[src/slt_pkg.sv]
// Purpose: Shared constants for the SYSREF, LMFC and timestamp block.
// Assumes: APB with 32-bit data; register index times four gives the byte address.
// Notes: Only the low eight bits of each register word are used.
package slt_pkg;
  // Register indices; the byte address is four times the index.
  localparam logic [10:0] IDX_CAPTURE = 11'h120;
  localparam logic [10:0] IDX_TS_DELAY = 11'h123;
  localparam logic [10:0] IDX_MONITOR = 11'h128;
  localparam logic [10:0] IDX_SYNC_MODE = 11'h1FF;
  localparam logic [10:0] IDX_CB_FUNC_LO = 11'h559;
  localparam logic [10:0] IDX_CB_FUNC_HI = 11'h55A;
  localparam logic [10:0] IDX_LMFC_OFS = 11'h578;
  localparam logic [10:0] IDX_CB_COUNT = 11'h58F;
  localparam logic [10:0] IDX_SUBCLASS = 11'h590;
  localparam int ADDR_W = 13;
  localparam int IDX_LSB = 2;
  // Reset values.
  localparam logic [7:0] RST_SUBCLASS = 8'h20;
  localparam logic [7:0] RST_ZERO = 8'h00;
  // Field positions.
  localparam int SC_LSB = 5;
  localparam int POL_BIT = 4;
  localparam int EDGE_BIT = 3;
  localparam int MODE_LSB = 1;
  localparam int CS_LSB = 6;
  localparam int OFS_W = 5;
  // Field codes.
  localparam logic [2:0] SC_ZERO = 3'h0;
  localparam logic [2:0] SC_ONE = 3'h1;
  localparam logic [1:0] MODE_OFF = 2'h0;
  localparam logic [1:0] MODE_CONT = 2'h1;
  localparam logic [1:0] MODE_NSHOT = 2'h2;
  localparam logic [3:0] FUNC_SYSREF = 4'h5;
  localparam logic [4:0] F_ONE = 5'h01;
  localparam logic [4:0] F_TWO = 5'h02;
  localparam logic [3:0] NIB_MAX = 4'hF;
  // Sample widths and the pipeline depth matching the SYSREF synchroniser.
  localparam int SMP_W = 14;
  localparam int OUT_W = 16;
  localparam int PIPE_D = 3;
endpackage : slt_pkg

[src/slt_sync_core.sv]
// Purpose: SYSREF capture, LMFC alignment and sample timestamping for a JESD204B transmitter.
// Assumes: One clk_sys cycle is one sample and one frame clock period.
// Notes: Registers are reached over APB with zero wait states.
// How it works
// - Subclass field resets to Subclass 1.
// - Subclass 0 runs without any SYSREF.
// - LMFC edge marks each multiframe start.
// - Subclass 1 SYSREF realigns LMFC and dividers.
// - Five-bit offset delays the LMFC phase.
// - F of one: steps of four frames.
// - F of two: steps of two frames.
// - Other F: one frame per step.
// - Readable setup and hold margin status.
// - Bit selects rising or falling SYSREF transition.
// - Bit selects capture clock edge.
// - Sync mode resets to normal alignment.
// - Timestamp mode marks sample, no clock reset.
// - Function code five routes timestamp to bit.
// - Delay setting shifts which sample is marked.
// - No marking while decimation is used.
// - Both channels share identical pipeline latency.
// - Mode field: continuous, or self-clearing N-shot.
// - Monitor: hold high nibble, setup low.
//
// The implementer's own choice: the APB slave port.
`timescale 1ns/10ps
`default_nettype none
module slt_sync_core
  import slt_pkg::*;
(
  // Clock and reset.
  input wire logic clk_sys,
  input wire logic rst_n,
  // APB slave.
  input wire logic psel,
  input wire logic penable,
  input wire logic pwrite,
  input wire logic [ADDR_W-1:0] paddr,
  input wire logic [31:0] pwdata,
  output logic [31:0] prdata,
  output logic pready,
  output logic pslverr,
  // SYSREF pin and link setup.
  input wire logic sysref,
  input wire logic [4:0] frame_octets,
  input wire logic [5:0] mf_frames,
  input wire logic decim_active,
  // Sample stream.
  input wire logic [SMP_W-1:0] smp_a,
  input wire logic [SMP_W-1:0] smp_b,
  output logic [OUT_W-1:0] out_a,
  output logic [OUT_W-1:0] out_b,
  // Clock alignment outputs.
  output logic lmfc_pulse,
  output logic div_sync
);

  // Register storage.
  logic [7:0] capture_ctl;
  logic [7:0] ts_delay;
  logic [7:0] monitor;
  logic [7:0] sync_mode;
  logic [7:0] cb_func_lo;
  logic [7:0] cb_func_hi;
  logic [7:0] lmfc_ofs;
  logic [7:0] cb_count;
  logic [7:0] subclass_sel;

  // Decoded fields.
  logic [2:0] subclass;
  logic [1:0] sr_mode;
  logic ts_mode;
  logic [1:0] cs;
  assign subclass = subclass_sel[SC_LSB +: 3];
  assign sr_mode = capture_ctl[MODE_LSB +: 2];
  assign ts_mode = sync_mode[0];
  assign cs = cb_count[CS_LSB +: 2];

  // APB decode.
  logic [10:0] idx;
  logic wr_en;
  logic acc;
  logic hit;
  logic ro;
  assign idx = paddr[ADDR_W-1:IDX_LSB];
  assign acc = psel && penable;
  assign wr_en = acc && pwrite && hit && !ro;
  // Zero wait states keep the master's wait short and fixed.
  assign pready = 1'b1;

  // Address map lookup; unmapped word addresses flag an error.
  always_comb begin
    hit = 1'b1;
    ro = 1'b0;
    prdata = 32'h0000_0000;
    if (paddr[IDX_LSB-1:0] != 2'h0) begin
      hit = 1'b0;
    end else if (idx == IDX_CAPTURE) begin
      prdata[7:0] = capture_ctl;
    end else if (idx == IDX_TS_DELAY) begin
      prdata[7:0] = ts_delay;
    end else if (idx == IDX_MONITOR) begin
      prdata[7:0] = monitor;
      ro = 1'b1;
    end else if (idx == IDX_SYNC_MODE) begin
      prdata[7:0] = sync_mode;
    end else if (idx == IDX_CB_FUNC_LO) begin
      prdata[7:0] = cb_func_lo;
    end else if (idx == IDX_CB_FUNC_HI) begin
      prdata[7:0] = cb_func_hi;
    end else if (idx == IDX_LMFC_OFS) begin
      prdata[7:0] = lmfc_ofs;
    end else if (idx == IDX_CB_COUNT) begin
      prdata[7:0] = cb_count;
    end else if (idx == IDX_SUBCLASS) begin
      prdata[7:0] = subclass_sel;
    end else begin
      hit = 1'b0;
    end
    if (!hit) begin
      prdata = 32'h0000_0000;
    end
  end

  // Unmapped addresses and writes to the monitor answer with an error.
  assign pslverr = acc && (!hit || (pwrite && ro));

  // SYSREF synchroniser; the first stage feeds only the second.
  logic sr_m;
  logic sr_s;
  logic sr_d1;
  logic sr_d2;
  always_ff @(posedge clk_sys) begin
    if (!rst_n) begin
      sr_m <= 1'b0;
      sr_s <= 1'b0;
      sr_d1 <= 1'b0;
      sr_d2 <= 1'b0;
    end else begin
      sr_m <= sysref;
      sr_s <= sr_m;
      sr_d1 <= sr_s;
      sr_d2 <= sr_d1;
    end
  end

  // capture edge: the alternate edge is taken one stage later.
  logic cur;
  logic prv;
  assign cur = capture_ctl[EDGE_BIT] ? sr_d1 : sr_s;
  assign prv = capture_ctl[EDGE_BIT] ? sr_d2 : sr_d1;

  // transition select: high-to-low when the bit is set.
  logic trans;
  assign trans = capture_ctl[POL_BIT] ? (prv && !cur) : (!prv && cur);

  // A transition counts only while the mode field arms the capture.
  logic sr_event;
  assign sr_event = trans && (sr_mode != MODE_OFF);

  // N-shot self clear; a software write in the same cycle wins so it can re-arm.
  always_ff @(posedge clk_sys) begin
    if (!rst_n) begin
      capture_ctl <= RST_ZERO;
    end else if (wr_en && idx == IDX_CAPTURE) begin
      capture_ctl <= pwdata[7:0];
    end else if (sr_event && sr_mode == MODE_NSHOT) begin
      capture_ctl[MODE_LSB +: 2] <= MODE_OFF;
    end
  end

  // Remaining writable registers; subclass and mode reset values.
  always_ff @(posedge clk_sys) begin
    if (!rst_n) begin
      ts_delay <= RST_ZERO;
      sync_mode <= RST_ZERO;
      cb_func_lo <= RST_ZERO;
      cb_func_hi <= RST_ZERO;
      lmfc_ofs <= RST_ZERO;
      cb_count <= RST_ZERO;
      subclass_sel <= RST_SUBCLASS;
    end else if (wr_en) begin
      if (idx == IDX_TS_DELAY) begin
        ts_delay <= pwdata[7:0];
      end else if (idx == IDX_SYNC_MODE) begin
        sync_mode <= pwdata[7:0];
      end else if (idx == IDX_CB_FUNC_LO) begin
        cb_func_lo <= pwdata[7:0];
      end else if (idx == IDX_CB_FUNC_HI) begin
        cb_func_hi <= pwdata[7:0];
      end else if (idx == IDX_LMFC_OFS) begin
        lmfc_ofs <= pwdata[7:0];
      end else if (idx == IDX_CB_COUNT) begin
        cb_count <= pwdata[7:0];
      end else if (idx == IDX_SUBCLASS) begin
        subclass_sel <= pwdata[7:0];
      end
    end
  end

  // Setup and hold margin counters: cycles SYSREF held before and after an edge.
  logic [3:0] stable_cnt;
  logic [3:0] setup_held;
  logic hold_run;
  always_ff @(posedge clk_sys) begin
    if (!rst_n) begin
      stable_cnt <= 4'h0;
      setup_held <= 4'h0;
      hold_run <= 1'b0;
      monitor <= RST_ZERO;
    end else if (sr_s != sr_d1) begin
      // A transition closes the setup window and opens the hold window.
      stable_cnt <= 4'h0;
      setup_held <= stable_cnt;
      hold_run <= 1'b1;
    end else begin
      if (stable_cnt != NIB_MAX) begin
        stable_cnt <= stable_cnt + 4'h1;
      end
      // status nibbles, hold high and setup low.
      if (hold_run) begin
        monitor <= {stable_cnt, setup_held};
        if (stable_cnt == NIB_MAX) begin
          hold_run <= 1'b0;
        end
      end
    end
  end

  // normal mode realigns in Subclass 1; Subclass 0 never does.
  logic realign;
  assign realign = sr_event && (subclass == SC_ONE) && !ts_mode;

  // Divider realign pulse for the sample dividers.
  always_ff @(posedge clk_sys) begin
    if (!rst_n) begin
      div_sync <= 1'b0;
    end else begin
      div_sync <= realign;
    end
  end

  // offset step scaled by F; invalid low bits are dropped.
  logic [OFS_W-1:0] ofs_frames;
  always_comb begin
    if (frame_octets == F_ONE) begin
      ofs_frames = {lmfc_ofs[4:2], 2'b00};
    end else if (frame_octets == F_TWO) begin
      ofs_frames = {lmfc_ofs[4:1], 1'b0};
    end else begin
      ofs_frames = lmfc_ofs[OFS_W-1:0];
    end
  end

  // frame counter over one multiframe, reset to phase zero by SYSREF.
  logic [4:0] frame_cnt;
  logic [4:0] last_frame;
  assign last_frame = 5'(mf_frames - 6'h01);
  always_ff @(posedge clk_sys) begin
    if (!rst_n) begin
      frame_cnt <= 5'h00;
    end else if (realign || frame_cnt == last_frame) begin
      frame_cnt <= 5'h00;
    end else begin
      frame_cnt <= frame_cnt + 5'h01;
    end
  end

  // LMFC edge placed at the offset frame within each multiframe.
  always_ff @(posedge clk_sys) begin
    if (!rst_n) begin
      lmfc_pulse <= 1'b0;
    end else begin
      lmfc_pulse <= !realign && (frame_cnt == ofs_frames);
    end
  end

  // timestamp delay countdown from the captured event.
  logic [7:0] ts_cnt;
  logic ts_wait;
  logic ts_hit;
  assign ts_hit = ts_mode && ((sr_event && ts_delay == RST_ZERO)
                  || (ts_wait && ts_cnt == 8'h01));
  always_ff @(posedge clk_sys) begin
    if (!rst_n) begin
      ts_cnt <= 8'h00;
      ts_wait <= 1'b0;
    end else if (ts_mode && sr_event && ts_delay != RST_ZERO) begin
      ts_cnt <= ts_delay;
      ts_wait <= 1'b1;
    end else if (ts_wait) begin
      ts_cnt <= ts_cnt - 8'h01;
      ts_wait <= (ts_cnt != 8'h01);
    end
  end

  // marks are suppressed whenever decimation is in use.
  logic mark;
  assign mark = ts_hit && !decim_active;

  // control bit routing by function code and enabled count.
  logic [2:0] cb;
  always_comb begin
    cb[0] = mark && cs >= 2'd1 && cb_func_lo[3:0] == FUNC_SYSREF;
    cb[1] = mark && cs >= 2'd2 && cb_func_lo[7:4] == FUNC_SYSREF;
    cb[2] = mark && cs == 2'd3 && cb_func_hi[3:0] == FUNC_SYSREF;
  end

  // two delay lines of equal depth so both channels see equal latency.
  logic [SMP_W-1:0] pipe_a [PIPE_D];
  logic [SMP_W-1:0] pipe_b [PIPE_D];
  always_ff @(posedge clk_sys) begin
    if (!rst_n) begin
      for (int i = 0; i < PIPE_D; i++) begin
        pipe_a[i] <= '0;
        pipe_b[i] <= '0;
      end
    end else begin
      pipe_a[0] <= smp_a;
      pipe_b[0] <= smp_b;
      for (int i = 1; i < PIPE_D; i++) begin
        pipe_a[i] <= pipe_a[i-1];
        pipe_b[i] <= pipe_b[i-1];
      end
    end
  end

  // output words carry the mark in the low control bits.
  // With three control bits, bit 2 replaces the sample LSB.
  always_ff @(posedge clk_sys) begin
    if (!rst_n) begin
      out_a <= '0;
      out_b <= '0;
    end else begin
      out_a <= {pipe_a[PIPE_D-1], cb[1:0]};
      out_b <= {pipe_b[PIPE_D-1], cb[1:0]};
      if (cs == 2'd3) begin
        out_a[2] <= cb[2];
        out_b[2] <= cb[2];
      end
    end
  end

  // Checks on the logic above.
  chk_sc_reset: assert property (@(posedge clk_sys)
    $past(!rst_n) && rst_n |-> subclass == SC_ONE && !ts_mode)
    else $error("subclass or sync mode wrong after reset");
  chk_sc0_quiet: assert property (@(posedge clk_sys) disable iff (!rst_n)
    subclass == SC_ZERO |=> !div_sync)
    else $error("divider realign in subclass 0");
  chk_mf_wrap: assert property (@(posedge clk_sys) disable iff (!rst_n)
    frame_cnt == last_frame && !realign |=> frame_cnt == 5'h00)
    else $error("frame counter failed to wrap");
  chk_realign_both: assert property (@(posedge clk_sys) disable iff (!rst_n)
    realign |=> div_sync && frame_cnt == 5'h00 && !lmfc_pulse)
    else $error("SYSREF did not realign");
  chk_lmfc_phase: assert property (@(posedge clk_sys) disable iff (!rst_n)
    lmfc_pulse |-> $past(frame_cnt) == $past(ofs_frames))
    else $error("LMFC edge off phase");
  chk_f1_step: assert property (@(posedge clk_sys) disable iff (!rst_n)
    frame_octets == F_ONE |-> ofs_frames[1:0] == 2'b00)
    else $error("F=1 offset not multiple of four");
  chk_f2_step: assert property (@(posedge clk_sys) disable iff (!rst_n)
    frame_octets == F_TWO |-> ofs_frames[0] == 1'b0)
    else $error("F=2 offset not even");
  chk_pol_edge: assert property (@(posedge clk_sys) disable iff (!rst_n)
    sr_mode != MODE_OFF && !capture_ctl[EDGE_BIT] && !capture_ctl[POL_BIT]
    && $rose(sr_s) |-> sr_event)
    else $error("rising SYSREF not captured");
  chk_ts_noreset: assert property (@(posedge clk_sys) disable iff (!rst_n)
    ts_mode && sr_event |=> !div_sync)
    else $error("timestamp mode reset clocks");
  chk_ts_delay: assert property (@(posedge clk_sys) disable iff (!rst_n)
    ts_mode && sr_event && ts_delay == 8'h03 && !wr_en |-> ##3 ts_hit)
    else $error("timestamp delay wrong");
  chk_no_decim: assert property (@(posedge clk_sys) disable iff (!rst_n)
    decim_active |-> !mark)
    else $error("mark during decimation");
  chk_nshot_clear: assert property (@(posedge clk_sys) disable iff (!rst_n)
    sr_event && sr_mode == MODE_NSHOT && !wr_en |=> sr_mode == MODE_OFF)
    else $error("N-shot did not clear");
  cov_realign: cover property (@(posedge clk_sys) disable iff (!rst_n) realign);
  cov_mark: cover property (@(posedge clk_sys) disable iff (!rst_n) cb[0]);
  cov_nshot: cover property (@(posedge clk_sys) disable iff (!rst_n)
    sr_event && sr_mode == MODE_NSHOT);

endmodule : slt_sync_core
`default_nettype wire

[config.mk]
export PLATFORM = sky130hd
export DESIGN_NAME = slt_sync_core
export DESIGN_NICKNAME = d
export VERILOG_FILES = /design/src/slt_pkg.sv /design/src/slt_sync_core.sv
export SDC_FILE = /design/constraint.sdc
export NUM_CORES = 1
export LEC_CHECK = 0
export BUFFER_PORTS_ARGS = -buffer_cell sky130_fd_sc_hd__clkbuf_2
export CORE_MARGIN = 4
export CORE_UTILIZATION = 56
export DETAILED_ROUTE_END_ITERATION = 6
export PLACE_DENSITY = 0.8
export RECOVER_POWER = 25
export SYNTH_ARGS = -nofsm -noshare
export SYNTH_HDL_FRONTEND = slang
export SYNTH_SLANG_ARGS = --single-unit
[constraint.sdc]
create_clock -name clk_sys -period 3.25 [get_ports clk_sys]
set_input_delay 0.65 -clock clk_sys [delete_from_list [all_inputs] [get_ports clk_sys]]
set_output_delay 0.65 -clock clk_sys [all_outputs]
set_load 0.005 [all_outputs]
==> metrics.yaml <==
power.share.clock_pct: 44.8
worstPathCellList: "clkbuf_2, nor4b_2, buf_4, buf_4, nand3_1, a21oi_1, o211ai_1, a311oi_1, clkbuf_2"
totalWireLength_um: 19800
fmax_mhz: 314
via_count_of_the_routed_design: 6481
port_buffers: 108
yosysUniqueCellTypes: 67
setup-violations-final: 0
row_count: 45
power.combinational.fraction_pct: 5.2
min_path_type: "in -> reg"
final_min_period_over_clock_period_pct: 98.1
layout.cells.most_common: "dfxtp_1"
worst_hold_path.num_cells: 2
final_core_utilization_pct: 66.7
final.fill_count: 1302
arrival_time_of_the_worst_setup_path_ps: 2540
number_of_instances_in_the_synthesized_netlist: 922
grt_max_degree: 141
clock_insertion_delay_worst_skew_ps: 490
chipWidth_um: 134
failed_checks: "capacitance limit, slew limit"
io_pins: 159
dp_worst_setup_slack_ps: 46.1
placed_wire_length_estimate_um: 14100
globalRoute.totalOverflow: 0
async_flop_share_pct: 0
clk_pin_slew_ps: 60
p_per_area_nw_per_um2: 533
routability_cong: 0.978
final_layout_size_suffix_gt1_share_pct: 19.0
worstHoldEndpoint: "pipe_a[0][6]"
yosys_register_bits: 215
root_buffer: "clkbuf_16"
grt_pass1_wl_um: 30600
critPathCaptureType: "output port"
initial_core_util_pct: 57.6
layout.cells.most_common_list: "215 x dfxtp_1, 113 x and2_1, 107 x clkbuf_2"
number_of_nets_in_the_layout: 1112
seq_area_frac_synth_pct: 48.8
worstRegToRegCells: 5
number_of_remaining_drc_errors: 0
grt_antenna_before_repair: 0
path_max_fanout: 10
final.setup_skew_ps: 11.9
power_switching_share_pct: 21.5
finalCriticalPeriod_ps: 3190
rr_startpoint: "ts_cnt[2]"
avgRoutedWirePerCell_um: 16.0
slew_viol_final: 59
synthTopCellsByArea: "dfxtp_1 49%, and2_1 8.2%, mux2i_1 6.1%, nor2b_1 3.9%, nand3_1 3.8%"
fin_hold_ws_ps: 361
grt_setup_unrepaired: "yes"
first_global_vias: 5902
num_antenna_cells: 0
p_switching_w: 0.00117
track_usage_pct: 21.1
post-layout-total-power_w: 0.00544
cts.path.max_buffers: 3
crit_path_category: "in -> out"
route.detailed.vias_per_inst: 5.23
post_synth_edffs: 0
cp-start-kind: "input port"
fp.dieArea_um2: 17800
critical_path_slowest_stage_cell: "a311oi_1"
cts-buffers-inserted: 21
fp.dieH_um: 134
tightestPinTransition_ps: 2150
drt_iter0_drc: 417
synth_area_leader_cell: "dfxtp_1"
syn2layout_area_growth_pct: 15.9
dp_cells: 1204
cts_tree: "done"
post_layout_nonfiller_instances: 1239
number_of_sinks_on_the_clock_net: 215
ys_dominant_reg_cell: "dfxtp_1"
syn-cell-area_um2: 8820
final-hold-violation-count: 0
run_status: "finished with violations"
sequential_share_of_power_pct: 50.0
r2r_end: "out_a[0]"
htree_levels: 1
max-slew-margin-rel_pct: -43.6
avgSynthCellArea_um2: 9.57
yosys_warnings: 0
finalWorstSetupSlack_ps: 62.6
max_cap_violations: 1
synth_top_area_share_pct: 48.8
intPower_w: 0.00427
detail_route.first_pass.iterations: 5
ir_drop_uv: 367
post_cts.repair.setup_buffers: 0
leakage_nw: 4.10
critical-path-max-stage-delay_ps: 430
cp_data_required_time_ps: 2600
hp-start: "smp_a[6]"
antenna_violating_nets_post_route: 0
floorplan.core_area_um2: 15300
ff2ff_setup_slack_ps: 840
-- through the flow --
step                setup TNS (ps)  instance area (um2)
floorplan                        0                 8910
global placement                 0                 9510
detailed placement               0                 9510
CTS                              0                10200
global route                 -15.9                10200
finish                           0                10200
-- synth_stat cells, types with 3 or more instances --
cell and number:
buf_4 28, dfxtp_1 215, inv_1 7, o211a_1 7, nor3b_1 3, nand3_1 67
mux2i_1 54, a21boi_0 10, and2_1 116, xor2_1 8, and3_1 11, xnor2_1 14
nand2_1 51, o221ai_1 3, a21oi_1 34, o21ai_1 10, nand2b_1 15, and4_1 3
nor2_1 34, buf_2 11, nor4_1 4, o21a_1 3, nor4bb_1 3, or3b_2 3
nor2b_1 55, nor4_4 4, o21ai_0 31, o211ai_1 4, clkbuf_1 48, nor3_1 7
ha_1 5, a311oi_1 7, o22ai_1 3
-- how the worst max path moves through the flow --
stage	from	to	depth (start not counted)
after global placement	paddr[3]	prdata[0]	9
after global routing	paddr[3]	prdata[0]	9
after detailed placement	paddr[3]	prdata[0]	9
after floorplan	paddr[2]	pslverr	7
final	paddr[3]	prdata[3]	9
after CTS	paddr[3]	prdata[0]	9
-- area by class of cell --
class                           count  area, um2  area share [%]
Clock buffer                       27        598            5.85
Clock inverter                      8        100           0.979
Inverter                            7       26.3           0.257
Multi-Input combinational cell    633       4140            40.5
Sequential cell                   215       4300            42.1
Tap cell                          211        264            2.58
Timing Repair Buffer              138        790            7.73
-- per-layer routing --
metal | vias up | GRT usage, % | share of wire, %
li1 | 3263 | - | -
met1 | 3036 | 28.4 | 45
met2 | 154 | 36.6 | 48
met3 | 28 | 2.79 | 4.7
met4 | 0 | 4.40 | 1.9
met5 | - | 0 | 0
-- sequential cells by signal (all words and copies together) (netlist names), 14 cells and up --
signal / count
pipe_a: 42
out_a: 16
out_b: 14
pipe_b: 42
-- timing repair --
item | CTS | global route
resized for setup | 0 | 2
hold endpoints to repair | 0 | 0
endpoints found under the setup margin | 0 | 2
hold buffers | 0 | 0
-- critical path, delay by kind of cell --
| family | cells | cell delay (ps) |
|---|---|---|
| simple gates | 2 | 410 |
| buf+inv | 4 | 710 |
| compound gates | 3 | 760 |
-- power by group through the flow --
stage               Clock (W)  Sequential (W)  Combinational [W]
floorplan                   0         0.00277           0.000201
global placement            0         0.00278           0.000276
detailed placement          0         0.00278           0.000282
CTS                   0.00248         0.00272           0.000282
global route          0.00258         0.00273           0.000314
finish                0.00244         0.00272           0.000283
-- cell families (layout without fill, tap and decap cells) --
family,Yosys count,count (layout),synth area share (%)
buf+inv,97,180,5.56
other cells,2,25,0.0851
xor+xnor,22,22,2.18
compound gates,126,126,9.12
flops,215,215,48.8
fa+ha+maj,5,5,0.709
simple gates,400,400,27.2
mux,55,55,6.38
Note: power is estimated with default switching activity, not from simulation.
